--- config.mk ---
export PLATFORM = sky130hd
export DESIGN_NAME = spms_port
export DESIGN_NICKNAME = d
export VERILOG_FILES = /design/src/spms_pkg.sv /design/src/spms_port.sv
export SDC_FILE = /design/constraint.sdc
export NUM_CORES = 1
export LEC_CHECK = 0
export ABC_AREA = 1
export BUFFER_PORTS_ARGS = -buffer_cell sky130_fd_sc_hd__buf_2
export CORE_ASPECT_RATIO = 1.5
export CORE_UTILIZATION = 59
export DETAILED_ROUTE_END_ITERATION = 7
export GPL_TIMING_DRIVEN = 0
export PLACE_DENSITY = 0.95
export REMOVE_ABC_BUFFERS = 1
export SYNTH_ARGS = -nofsm -noshare
export SYNTH_HDL_FRONTEND = slang
export SYNTH_SLANG_ARGS = --single-unit
--- constraint.sdc ---
create_clock -name pclk -period 3.8 [get_ports pclk]
set_input_delay 0.76 -clock pclk [delete_from_list [all_inputs] [get_ports pclk]]
set_output_delay 0.76 -clock pclk [all_outputs]
set_load 0.02 [all_outputs]
--- src/spms_pkg.sv ---
// Package of constants and carrier types for the serial master/slave port.
package spms_pkg;

   // ------------------------------------------------------------
   // Register map
   // ------------------------------------------------------------
   // Printed offsets are not all multiples of four, so each is an index.
   localparam logic [7:0] IDX_STATUS = 8'hCD;
   localparam logic [7:0] IDX_CONTROL = 8'hCE;
   localparam logic [7:0] IDX_DATA = 8'hCF;
   localparam int ADDR_W = 12;
   localparam logic [1:0] ADDR_LSB_ZERO = 2'h0;

   // ------------------------------------------------------------
   // Field positions
   // ------------------------------------------------------------
   localparam int BIT_TCF = 7;
   localparam int BIT_WCF = 6;
   localparam int BIT_SIG = 7;
   localparam int BIT_EN = 6;
   localparam int BIT_ORD = 5;
   localparam int BIT_MST = 4;
   localparam int BIT_POL = 3;
   localparam int BIT_PHA = 2;
   localparam logic [7:0] CONTROL_RESET = 8'h00;
   localparam logic [7:0] DATA_RESET = 8'h00;

   // ------------------------------------------------------------
   // Timing
   // ------------------------------------------------------------
   // Half-period of the serial clock in system clocks per rate code: 2, 4, 8, 16.
   localparam logic [3:0] HALF_BASE = 4'h2;
   localparam logic [3:0] BITS_PER_BYTE = 4'h8;
   localparam logic [4:0] EDGES_PER_BYTE = 5'h10;

   typedef struct packed {
      logic sig;
      logic en;
      logic ord;
      logic mst;
      logic pol;
      logic pha;
      logic [1:0] rate;
   } spms_ctrl_type;

   typedef struct packed {
      logic o;
      logic oe;
   } spms_drive_type;

   typedef enum logic [1:0] {
      SPMS_IDLE = 2'b00,
      SPMS_MSHIFT = 2'b01,
      SPMS_SSHIFT = 2'b10
   } spms_state_type;

   function automatic logic [3:0] spms_half(input logic [1:0] rate);
      spms_half = HALF_BASE << rate;
   endfunction

endpackage

--- src/spms_port.sv ---
// Serial master/slave port with APB register access.
`timescale 1ns/100ps
module spms_port
   import spms_pkg::*;
(
   input wire logic pclk,
   input wire logic presetn,
   input wire logic psel,
   input wire logic penable,
   input wire logic pwrite,
   input wire logic [ADDR_W-1:0] paddr,
   input wire logic [31:0] pwdata,
   output logic [31:0] prdata,
   output logic pready,
   output logic pslverr,
   output logic irq,
   input wire logic sclk_i,
   output logic sclk_o,
   output logic sclk_oe,
   input wire logic mosi_i,
   output logic mosi_o,
   output logic mosi_oe,
   input wire logic miso_i,
   output logic miso_o,
   output logic miso_oe,
   input wire logic select_n_i
);

   // ------------------------------------------------------------
   // Pin synchronisers
   // ------------------------------------------------------------
   logic [2:0] sclk_s;
   logic [2:0] mosi_s;
   logic [2:0] miso_s;
   logic [2:0] ss_s;
   always_ff @(posedge pclk or negedge presetn) begin
      if (!presetn) begin
         sclk_s <= 3'h0;
         mosi_s <= 3'h0;
         miso_s <= 3'h0;
         ss_s <= 3'h7;
      end else begin
         sclk_s <= {sclk_s[1:0], sclk_i};
         mosi_s <= {mosi_s[1:0], mosi_i};
         miso_s <= {miso_s[1:0], miso_i};
         ss_s <= {ss_s[1:0], select_n_i};
      end
   end
   // A change counts only once stages two and three agree.
   logic sclk_q;
   logic mosi_q;
   logic miso_q;
   logic ss_q;
   logic sclk_prev;
   always_ff @(posedge pclk or negedge presetn) begin
      if (!presetn) begin
         sclk_q <= 1'b0;
         mosi_q <= 1'b0;
         miso_q <= 1'b0;
         ss_q <= 1'b1;
         sclk_prev <= 1'b0;
      end else begin
         if (sclk_s[1] == sclk_s[2]) sclk_q <= sclk_s[2];
         if (mosi_s[1] == mosi_s[2]) mosi_q <= mosi_s[2];
         if (miso_s[1] == miso_s[2]) miso_q <= miso_s[2];
         if (ss_s[1] == ss_s[2]) ss_q <= ss_s[2];
         sclk_prev <= sclk_q;
      end
   end

   // ------------------------------------------------------------
   // Register decode
   // ------------------------------------------------------------
   spms_ctrl_type ctrl;
   logic tcf;
   logic wcf;
   logic [7:0] rx_buf;
   spms_state_type state;
   wire logic [7:0] reg_idx = paddr[ADDR_W-3:2];
   wire logic aligned = (paddr[1:0] == ADDR_LSB_ZERO) && (paddr[ADDR_W-1:10] == 2'h0);
   wire logic hit_stat = aligned && (reg_idx == IDX_STATUS);
   wire logic hit_ctrl = aligned && (reg_idx == IDX_CONTROL);
   wire logic hit_data = aligned && (reg_idx == IDX_DATA);
   wire logic acc = psel && penable;
   wire logic wr_stat = acc && pwrite && hit_stat;
   wire logic wr_ctrl = acc && pwrite && hit_ctrl;
   wire logic wr_data = acc && pwrite && hit_data;
   assign pready = 1'b1;
   assign pslverr = acc && !(hit_stat || hit_ctrl || hit_data);
   wire logic [7:0] stat_view = {tcf, wcf, 6'h00};
   wire logic [7:0] rd_sel = hit_stat ? stat_view :
                             hit_ctrl ? ctrl :
                             hit_data ? rx_buf : 8'h00;
   always_ff @(posedge pclk or negedge presetn) begin
      if (!presetn) prdata <= 32'h0;
      else if (psel && !penable && !pwrite) prdata <= {24'h0, rd_sel};
   end

   // ------------------------------------------------------------
   // Role selection
   // ------------------------------------------------------------
   wire logic busy = (state != SPMS_IDLE);
   wire logic is_master = ctrl.en && ctrl.mst && (ctrl.sig || ss_q);
   wire logic slave_sel = ctrl.sig ? 1'b1 : !ss_q;
   wire logic demote = ctrl.en && !ctrl.sig && ctrl.mst && !ss_q;
   // Phase 0 slave with select low: a data write collides.
   wire logic slv_col = ctrl.en && !is_master && !ctrl.pha && !ss_q;
   wire logic collide = wr_data && (busy || slv_col);
   wire logic start_m = wr_data && is_master && !busy;

   // ------------------------------------------------------------
   // Serial engine
   // ------------------------------------------------------------
   logic [7:0] shreg;
   logic [3:0] div_cnt;
   logic [4:0] edge_cnt;
   logic sclk_int;
   logic mosi_r;
   logic smp_bit;
   logic done;
   wire logic out_bit = ctrl.ord ? shreg[0] : shreg[7];
   // Shift in the sampled bit at the end opposite the outgoing one.
   function automatic logic [7:0] shift_in(input logic [7:0] v, input logic ord, input logic b);
      shift_in = ord ? {b, v[7:1]} : {v[6:0], b};
   endfunction
   wire logic tick = (div_cnt == spms_half(ctrl.rate) - 4'h1);
   // Slave edges are edges of the synchronised clock, decoded by polarity.
   wire logic s_rise = sclk_q && !sclk_prev;
   wire logic s_fall = !sclk_q && sclk_prev;
   wire logic s_lead = ctrl.pol ? s_fall : s_rise;
   wire logic s_trail = ctrl.pol ? s_rise : s_fall;
   wire logic slv_on = ctrl.en && !is_master && slave_sel;
   wire logic m_lead = tick && !edge_cnt[0];
   wire logic m_trail = tick && edge_cnt[0];
   wire logic m_samp = ctrl.pha ? m_trail : m_lead;
   wire logic m_drive = ctrl.pha ? m_lead : (m_trail && edge_cnt != EDGES_PER_BYTE - 5'h1);
   wire logic s_samp = ctrl.pha ? s_trail : s_lead;
   wire logic s_drive = ctrl.pha ? s_lead : s_trail;
   wire logic last_edge = m_trail && (edge_cnt == EDGES_PER_BYTE - 5'h1);
   logic [3:0] s_bits;

   always_ff @(posedge pclk or negedge presetn) begin
      if (!presetn) begin
         state <= SPMS_IDLE;
         shreg <= DATA_RESET;
         div_cnt <= 4'h0;
         edge_cnt <= 5'h0;
         sclk_int <= 1'b0;
         mosi_r <= 1'b0;
         smp_bit <= 1'b0;
         s_bits <= 4'h0;
         done <= 1'b0;
      end else begin
         done <= 1'b0;
         case (state)
            SPMS_IDLE: begin
               sclk_int <= ctrl.pol;
               div_cnt <= 4'h0;
               edge_cnt <= 5'h0;
               s_bits <= 4'h0;
               if (start_m) begin
                  shreg <= pwdata[7:0];
                  mosi_r <= ctrl.ord ? pwdata[0] : pwdata[7];
                  state <= SPMS_MSHIFT;
               end else if (wr_data && !collide) begin
                  shreg <= pwdata[7:0];
                  mosi_r <= ctrl.ord ? pwdata[0] : pwdata[7];
               end else if (slv_on && (s_samp || (ctrl.pha && s_drive))) begin
                  state <= SPMS_SSHIFT;
                  if (s_samp) begin
                     smp_bit <= mosi_q;
                     shreg <= shift_in(shreg, ctrl.ord, mosi_q);
                     s_bits <= 4'h1;
                  end
               end
            end
            SPMS_MSHIFT: begin
               if (!is_master) begin
                  state <= SPMS_IDLE;
                  sclk_int <= ctrl.pol;
               end else begin
                  div_cnt <= tick ? 4'h0 : div_cnt + 4'h1;
                  if (tick) begin
                     sclk_int <= !sclk_int;
                     edge_cnt <= edge_cnt + 5'h1;
                  end
                  if (m_samp) smp_bit <= miso_q;
                  if (m_drive && ctrl.pha) mosi_r <= out_bit;
                  if (m_trail && !ctrl.pha) begin
                     shreg <= shift_in(shreg, ctrl.ord, smp_bit);
                     mosi_r <= ctrl.ord ? shreg[1] : shreg[6];
                  end
                  if (m_trail && ctrl.pha) shreg <= shift_in(shreg, ctrl.ord, miso_q);
                  if (last_edge) begin
                     state <= SPMS_IDLE;
                     done <= 1'b1;
                  end
               end
            end
            SPMS_SSHIFT: begin
               if (!slv_on) begin
                  state <= SPMS_IDLE;
               end else begin
                  if (s_drive && ctrl.pha) mosi_r <= out_bit;
                  if (s_samp) begin
                     shreg <= shift_in(shreg, ctrl.ord, mosi_q);
                     s_bits <= s_bits + 4'h1;
                     if (s_bits == BITS_PER_BYTE - 4'h1) begin
                        state <= SPMS_IDLE;
                        done <= 1'b1;
                     end
                  end
                  if (s_drive && !ctrl.pha) mosi_r <= out_bit;
               end
            end
            default: state <= SPMS_IDLE;
         endcase
      end
   end

   // ------------------------------------------------------------
   // Control, flags and read buffer
   // ------------------------------------------------------------
   logic was_master;
   wire logic mode_chg = !ctrl.sig && ctrl.en && (was_master != is_master);
   always_ff @(posedge pclk or negedge presetn) begin
      if (!presetn) begin
         ctrl <= CONTROL_RESET;
         tcf <= 1'b0;
         wcf <= 1'b0;
         rx_buf <= DATA_RESET;
         was_master <= 1'b0;
      end else begin
         was_master <= is_master;
         if (wr_ctrl) ctrl <= pwdata[7:0];
         else if (demote) ctrl.mst <= 1'b0;
         // Set wins over a simultaneous clear.
         if (done || mode_chg || demote) tcf <= 1'b1;
         else if (wr_stat && pwdata[BIT_TCF]) tcf <= 1'b0;
         if (collide) wcf <= 1'b1;
         else if (wr_stat && pwdata[BIT_WCF]) wcf <= 1'b0;
         // The shift register already holds all eight bits when done is seen.
         if (done) rx_buf <= shreg;
      end
   end
   assign irq = tcf;

   // ------------------------------------------------------------
   // Pin drivers
   // ------------------------------------------------------------
   // Slave data out follows the register so phase-0 first bit appears on select.
   wire logic slv_bit = (state == SPMS_SSHIFT && ctrl.pha) ? mosi_r : out_bit;
   always_comb begin
      sclk_o = sclk_int;
      sclk_oe = is_master;
      mosi_o = mosi_r;
      mosi_oe = is_master;
      miso_o = slv_bit;
      miso_oe = slv_on;
   end
endmodule // spms_port

==> run metrics, run 1 <==
Mapped Area roughly 4300 um^2; drt via density 5.85; antenna-violating nets left 0; Fin. Hold Viols 0; number of antenna cells inserted 0; ys flop type dfrtp_1; number of I/O pins 94; ranking of synthesized cells by area dfrtp_1, nand2_1, inv_1, buf_4, nand3_1; Req. time, crit path 3040 ps; Clock Root Buffer clkbuf_8; CP max FO 13; post-cts resize count 0; largest net degree at the start of global routing between 70 and 80; Setup violations, final 0; clock buffer depth 2; worst clock skew 9.78 ps; FF+latch count, synth 71; 1st-iter DRT viols 458; via count 3998; Synth area leader dfrtp_1; unrepaired setup endpoints after global routing no; first-pass detailed-route iteration total 7; initial antenna violation count 0; worst-margin pin slew 892 ps; Hold Crit Class reg -> reg; synth warn 0; CTS tree yes; Final Wtd Congestion 0.978; Pwr per Cell Area 504 nW/um^2; worst vdd ir 0.000266 V; Die Y roughly 110 um; Rel. slew slack 0.405; Num CTS Buffers 9; CTS HTree Levels 3; fin area 4620 um^2; area post-placement 4410 um^2; Syn Inst Count 561; total global routing overflow 0; critical path class reg -> out; Area growth, synth to finish 7.96%; most instantiated cells after synthesis nand2_1, dfrtp_1, inv_1; core footprint 6940 um^2; Starting Density 0.616; reg2reg path depth 10; Max Clk Rate 351 MHz; asr flop ratio synth 1.00; sequential share of the synthesized area 0.417; vias in the first global route between 3000 and 4000; total power draw 0.00233 W; Worst-path clk slew 70 ps; Final #Nets 661; total track usage 0.302; layout cell share with drive strength beyond 1 0.167; Sum Neg Setup Slack 0 ps; post-synth top area share 0.392; post-CTS setup buffer count 0; DPL Wire Length 7740 um; # Max-Cap Violations 0; post-synthesis average cell area between 7 and 8 um^2; Distinct cells, synth 43; I/O Buffers 44; Wirelength per Cell 15.5 um; CP arrival 2090 ps; post-layout min period 2850 ps; CTS Hold Bufs 0; clk_lat worst skew 370 ps; Reg2Reg Setup Slack 1350 ps; row cnt 37; routed wire length 10600 um; Final period util 0.750; status finished, final reports clean; hold path cells 0; Die Area 7600 um^2; Post-synth EDFFs 0; critical path launch point type register; cell with the most instances after synthesis nand2_1; max-slew violation count 0; leakage 2.36 nW; DRC 0; global-route wire length before repair 17300 um; CTS sink count between 70 and 80; Die Span X 71.5 um; Crit. End Element output port
per-layer routing:
metal,GRT usage,share of wire
met2,0.518,0.50
met5,0,0
met3,0.0607,0.061
met4,0.272,0.085
met1,0.303,0.36
worst paths after layout:
| check | from | end |
|---|---|---|
| worst max register to register | state[1]$_DFFE_PN0P_ | edge_cnt[3]$_DFFE_PN0P_ |
| worst min-delay path | miso_s[0]$_DFF_PN0_ | miso_s[1]$_DFF_PN0_ |
| max in group asynchronous | presetn | rx_buf[3]$_DFFE_PN0P_ |
| worst max-delay path | state[0]$_DFFE_PN0P_ | miso_o |
| worst min register to register | miso_s[0]$_DFF_PN0_ | miso_s[1]$_DFF_PN0_ |
| min in group asynchronous | presetn | edge_cnt[1]$_DFFE_PN0P_ |
layout by cell type, fill, tap and decap left out, types with 11 or more instances in the layout:
master / count
dfrtp_1: 67
clkbuf_8: 11
inv_1: 58
nand2_1: 158
buf_2: 43
o21ai_0: 38
nor2_1: 47
a21oi_1: 16
nand3_1: 41
conb_1: 25
cells by family (layout without fill, tap and decap cells):
| kind of cell | after synthesis | count (layout) | share of synthesized area |
|---|---|---|---|
| adders and majority gates | 12 | 12 | 0.0328 |
| xor gates and xnor gates | 3 | 3 | 0.00615 |
| muxes | 1 | 1 | 0.00263 |
| and+or+nand+nor | 279 | 279 | 0.292 |
| buffers and inverters | 104 | 125 | 0.122 |
| other | 2 | 25 | 0.00176 |
| DFF | 71 | 71 | 0.417 |
| AOI/OAI and AO/OA | 89 | 89 | 0.127 |
registers in the layout, indices dropped and copies added, names as in the netlist, 2 cells and up:
name      flops
ctrl          8
div_cnt       4
edge_cnt      5
miso_s        3
mosi_s        3
prdata        8
rx_buf        8
s_bits        4
sclk_s        3
shreg         8
ss_s          3
state         2
through the flow:
stage	setup WS, ps	utilization	hold slack, ps	cells
after CTS	965	0.665	354	683
after global routing	875	0.665	365	683
after detailed placement	1060	0.635	336	667
final	950	0.665	352	683
after floorplan	743	-	331	545
after global placement	1080	0.635	335	667
power by group:
group	switching (W)	leakage [nW]	internal [W]	total, W
Combinational	0.000542	1.36	0.000256	0.000798
Clock	0.000294	0.105	0.000337	0.000632
Sequential	0.0000693	0.894	0.000829	0.000898
Total	0.000906	2.36	0.00142	0.00233
layout make-up:
class / instances / area (um^2)
timing repair buffer: 44 / 223
inverter: 65 / 246
fill: 583 / 2330
tap: 78 / 97.6
multi-input combinational: 409 / 2060
clock inverter: 5 / 56.3
sequential: 71 / 1780
clock buffer: 11 / 151
critical path: stages, from the launching register on:
cell and delay (ps):
dfrtp_1 420, inv_1 90, ha_1 550, nand2_1 190, mux2_2 310, buf_2 160
(Power assumes the default switching activity.)
==> run 2, diff against run 1 <==
CORE_UTILIZATION = 50   (was 59)
PLACE_DENSITY = 0.87   (was 0.95)
clock period = 2.5 ns   (was 3.8 ns; I/O delays follow)
==> run 2 against run 1 <==
Against the previous run:
- via count decreased by 3.3%
- cell area rose by 3.3%
- sequential power increased by 51%
- critical endpoint unchanged
- setup slack lost 800 ps
- clock power increased by 120%
- final cell count rose by 4.2%
==> run metrics, run 2 (synthesis results as in run 1) <==
CP Cell Sequence o21ai_0 -> mux2_2 -> buf_2; # Max-Cap Violations 0 (unchanged); layout cell share with drive strength beyond 1 0.165 (-0.00165); total track usage 0.265 (-0.0378); CTS sink count 71 (unchanged); initial antenna violation count 0 (unchanged); hold path cells 1 (+1); critical path class reg -> out; Crit. End Element output port; final core utilization 0.570 (-0.0946); Power Internal 0.00256 W (+80%); drt via density 5.43 (-7.2%); Pwr per Cell Area 825 nW/um^2 (+64%); Die Y 115 um (+8.5%); reg2reg path depth 10 (unchanged); Final #Nets 661 (unchanged); vias in the first global route 3774 (-4.2%); Req. time, crit path 2000 ps (-1040 ps); Reg-to-Reg Start state[1]$_DFFE_PN0P_; clk_lat worst skew 350 ps (-20 ps); Max Clk Rate between 400 and 500 MHz; hold_sp select_n_i; Starting Density 0.511 (-0.104); CTS HTree Levels 3 (unchanged); leakage 2.40 nW (+1.8%); post-CTS setup buffer count 0 (unchanged); total global routing overflow 0 (unchanged); DRC 0 (unchanged); Die Span X 77.5 um (+8.4%); Comb pwr share 0.303 (-0.040); routed wire length 10600 um (-0.21%); CP max FO 22 (+9); Reg2Reg Setup Slack 260 ps (-1090 ps); CP arrival 1850 ps (-240 ps); Final period util 0.940; Num CTS Buffers 9 (unchanged); Area growth, synth to finish 11.5%; Wirelength per Cell 14.9 um (-4.3%); Setup violations, final 0 (unchanged); CTS Hold Bufs 0 (unchanged); status finished, final reports clean; pre-CTS setup slack 99.7 ps (-956 ps); I/O Buffers 44 (unchanged); sequential fraction of design power 0.347 (-0.039); CTS tree yes; post-layout min period 2350 ps; commonest non-fill, non-tap cells in the layout nand2_1, dfrtp_1, inv_1; antenna-violating nets left 0 (unchanged); Switching Share 0.351 (-0.0385); row cnt 41 (+11%); worst-margin pin slew 885 ps (-6.62 ps); number of antenna cells inserted 0 (unchanged); Hold Crit Class in -> reg; Filler Cells Inserted 740 (+27%); unrepaired setup endpoints after global routing no; worst setup margin 150 ps (-801 ps); Net Sw Power 0.00138 W (+52%); WHS 249 ps (-103 ps); Die Area 8930 um^2 (+18%); worst r2r dst edge_cnt[3]$_DFFE_PN0P_; worst clock skew 7.21 ps (-2.57 ps); clock buffer depth 2 (unchanged); critical path launch point type register; register area 1780 um^2 (unchanged); global-route wire length before repair 17900 um (+3.6%); first-pass detailed-route iteration total 6 (-1); 1st-iter DRT viols 427 (-6.8%); crit path buf inv count 1 (-1); Hold Path Sink ss_s[0]$_DFF_PN1_; Worst-path clk slew 60 ps (about the same); power share of the clock group 0.350 (+0.079); Final Wtd Congestion 0.958 (-2.0%); critical path's top delay family flip-flops; Clock Root Buffer clkbuf_16; crit-path max cell delay 750 ps (+200 ps); worst vdd ir 0.000544 V (+100%); most common cell after layout, fill and taps aside nand2_1; DPL Wire Length 7710 um (-0.43%); Fin. Hold Viols 0 (unchanged); CP max-delay cell dfrtp_1; core footprint 8360 um^2 (+20%); max-slew violation count 0 (unchanged); number of I/O pins 94 (unchanged); area taken by multi-input logic gates 2070 um^2 (+0.24%); Rel. slew slack 0.410 (+0.00441); largest net degree at the start of global routing 72 (unchanged); via count 3866 (-3.3%)
==> run 2: worst max-delay path by stage <==
stage	end	from	cells after the start
after detailed placement	edge_cnt[3]$_DFFE_PN0P_	state[1]$_DFFE_PN0P_	10
after floorplan	pslverr	paddr[5]	5
after global routing	miso_o	ctrl[5]$_DFFE_PN0P_	3
final	miso_o	ctrl[5]$_DFFE_PN0P_	3
after global placement	edge_cnt[3]$_DFFE_PN0P_	state[1]$_DFFE_PN0P_	10
after CTS	edge_cnt[3]$_DFFE_PN0P_	state[1]$_DFFE_PN0P_	10
==> run 2: metal layers <==
metal	global-route usage	share of wire
met3	0.0437	0.053
met1	0.294	0.38
met5	0	0
met2	0.458	0.51
met4	0.190	0.053
==> run 2: area by class of cell <==
cell class / count / area share
multi-input cells: 409 / 0.433
flip-flops and latches: 71 / 0.374
clock buffers: 13 / 0.0525
inverters: 65 / 0.0517
repair buffers: 44 / 0.0467
well taps: 107 / 0.0281
clock inverters: 3 / 0.0142
==> run 2: power by group through the flow <==
stage                     Clock, W  Sequential, W  Combinational (W)
after detailed placement         0        0.00138            0.00117
after global placement           0        0.00137            0.00112
after global routing       0.00145        0.00138            0.00135
final                      0.00138        0.00136            0.00119
after floorplan                  0        0.00135           0.000891
after CTS                  0.00139        0.00136            0.00118
==> run 2: timing repair <==
action                                  4_1_cts  5_1_grt
endpoints found under the setup margin        1        2
cloned                                        0        0
resized for setup                             1        1
==> run 2: metrics by stage <==
stage               area, um^2  cells  power [W]  setup TNS [ps]
finish                    4770    712    0.00394               0
global route              4770    712    0.00417               0
CTS                       4770    712    0.00394               0
detailed placement        4450    696    0.00254               0
global placement          4440    696    0.00249               0
floorplan                 4090    545    0.00225           -36.8
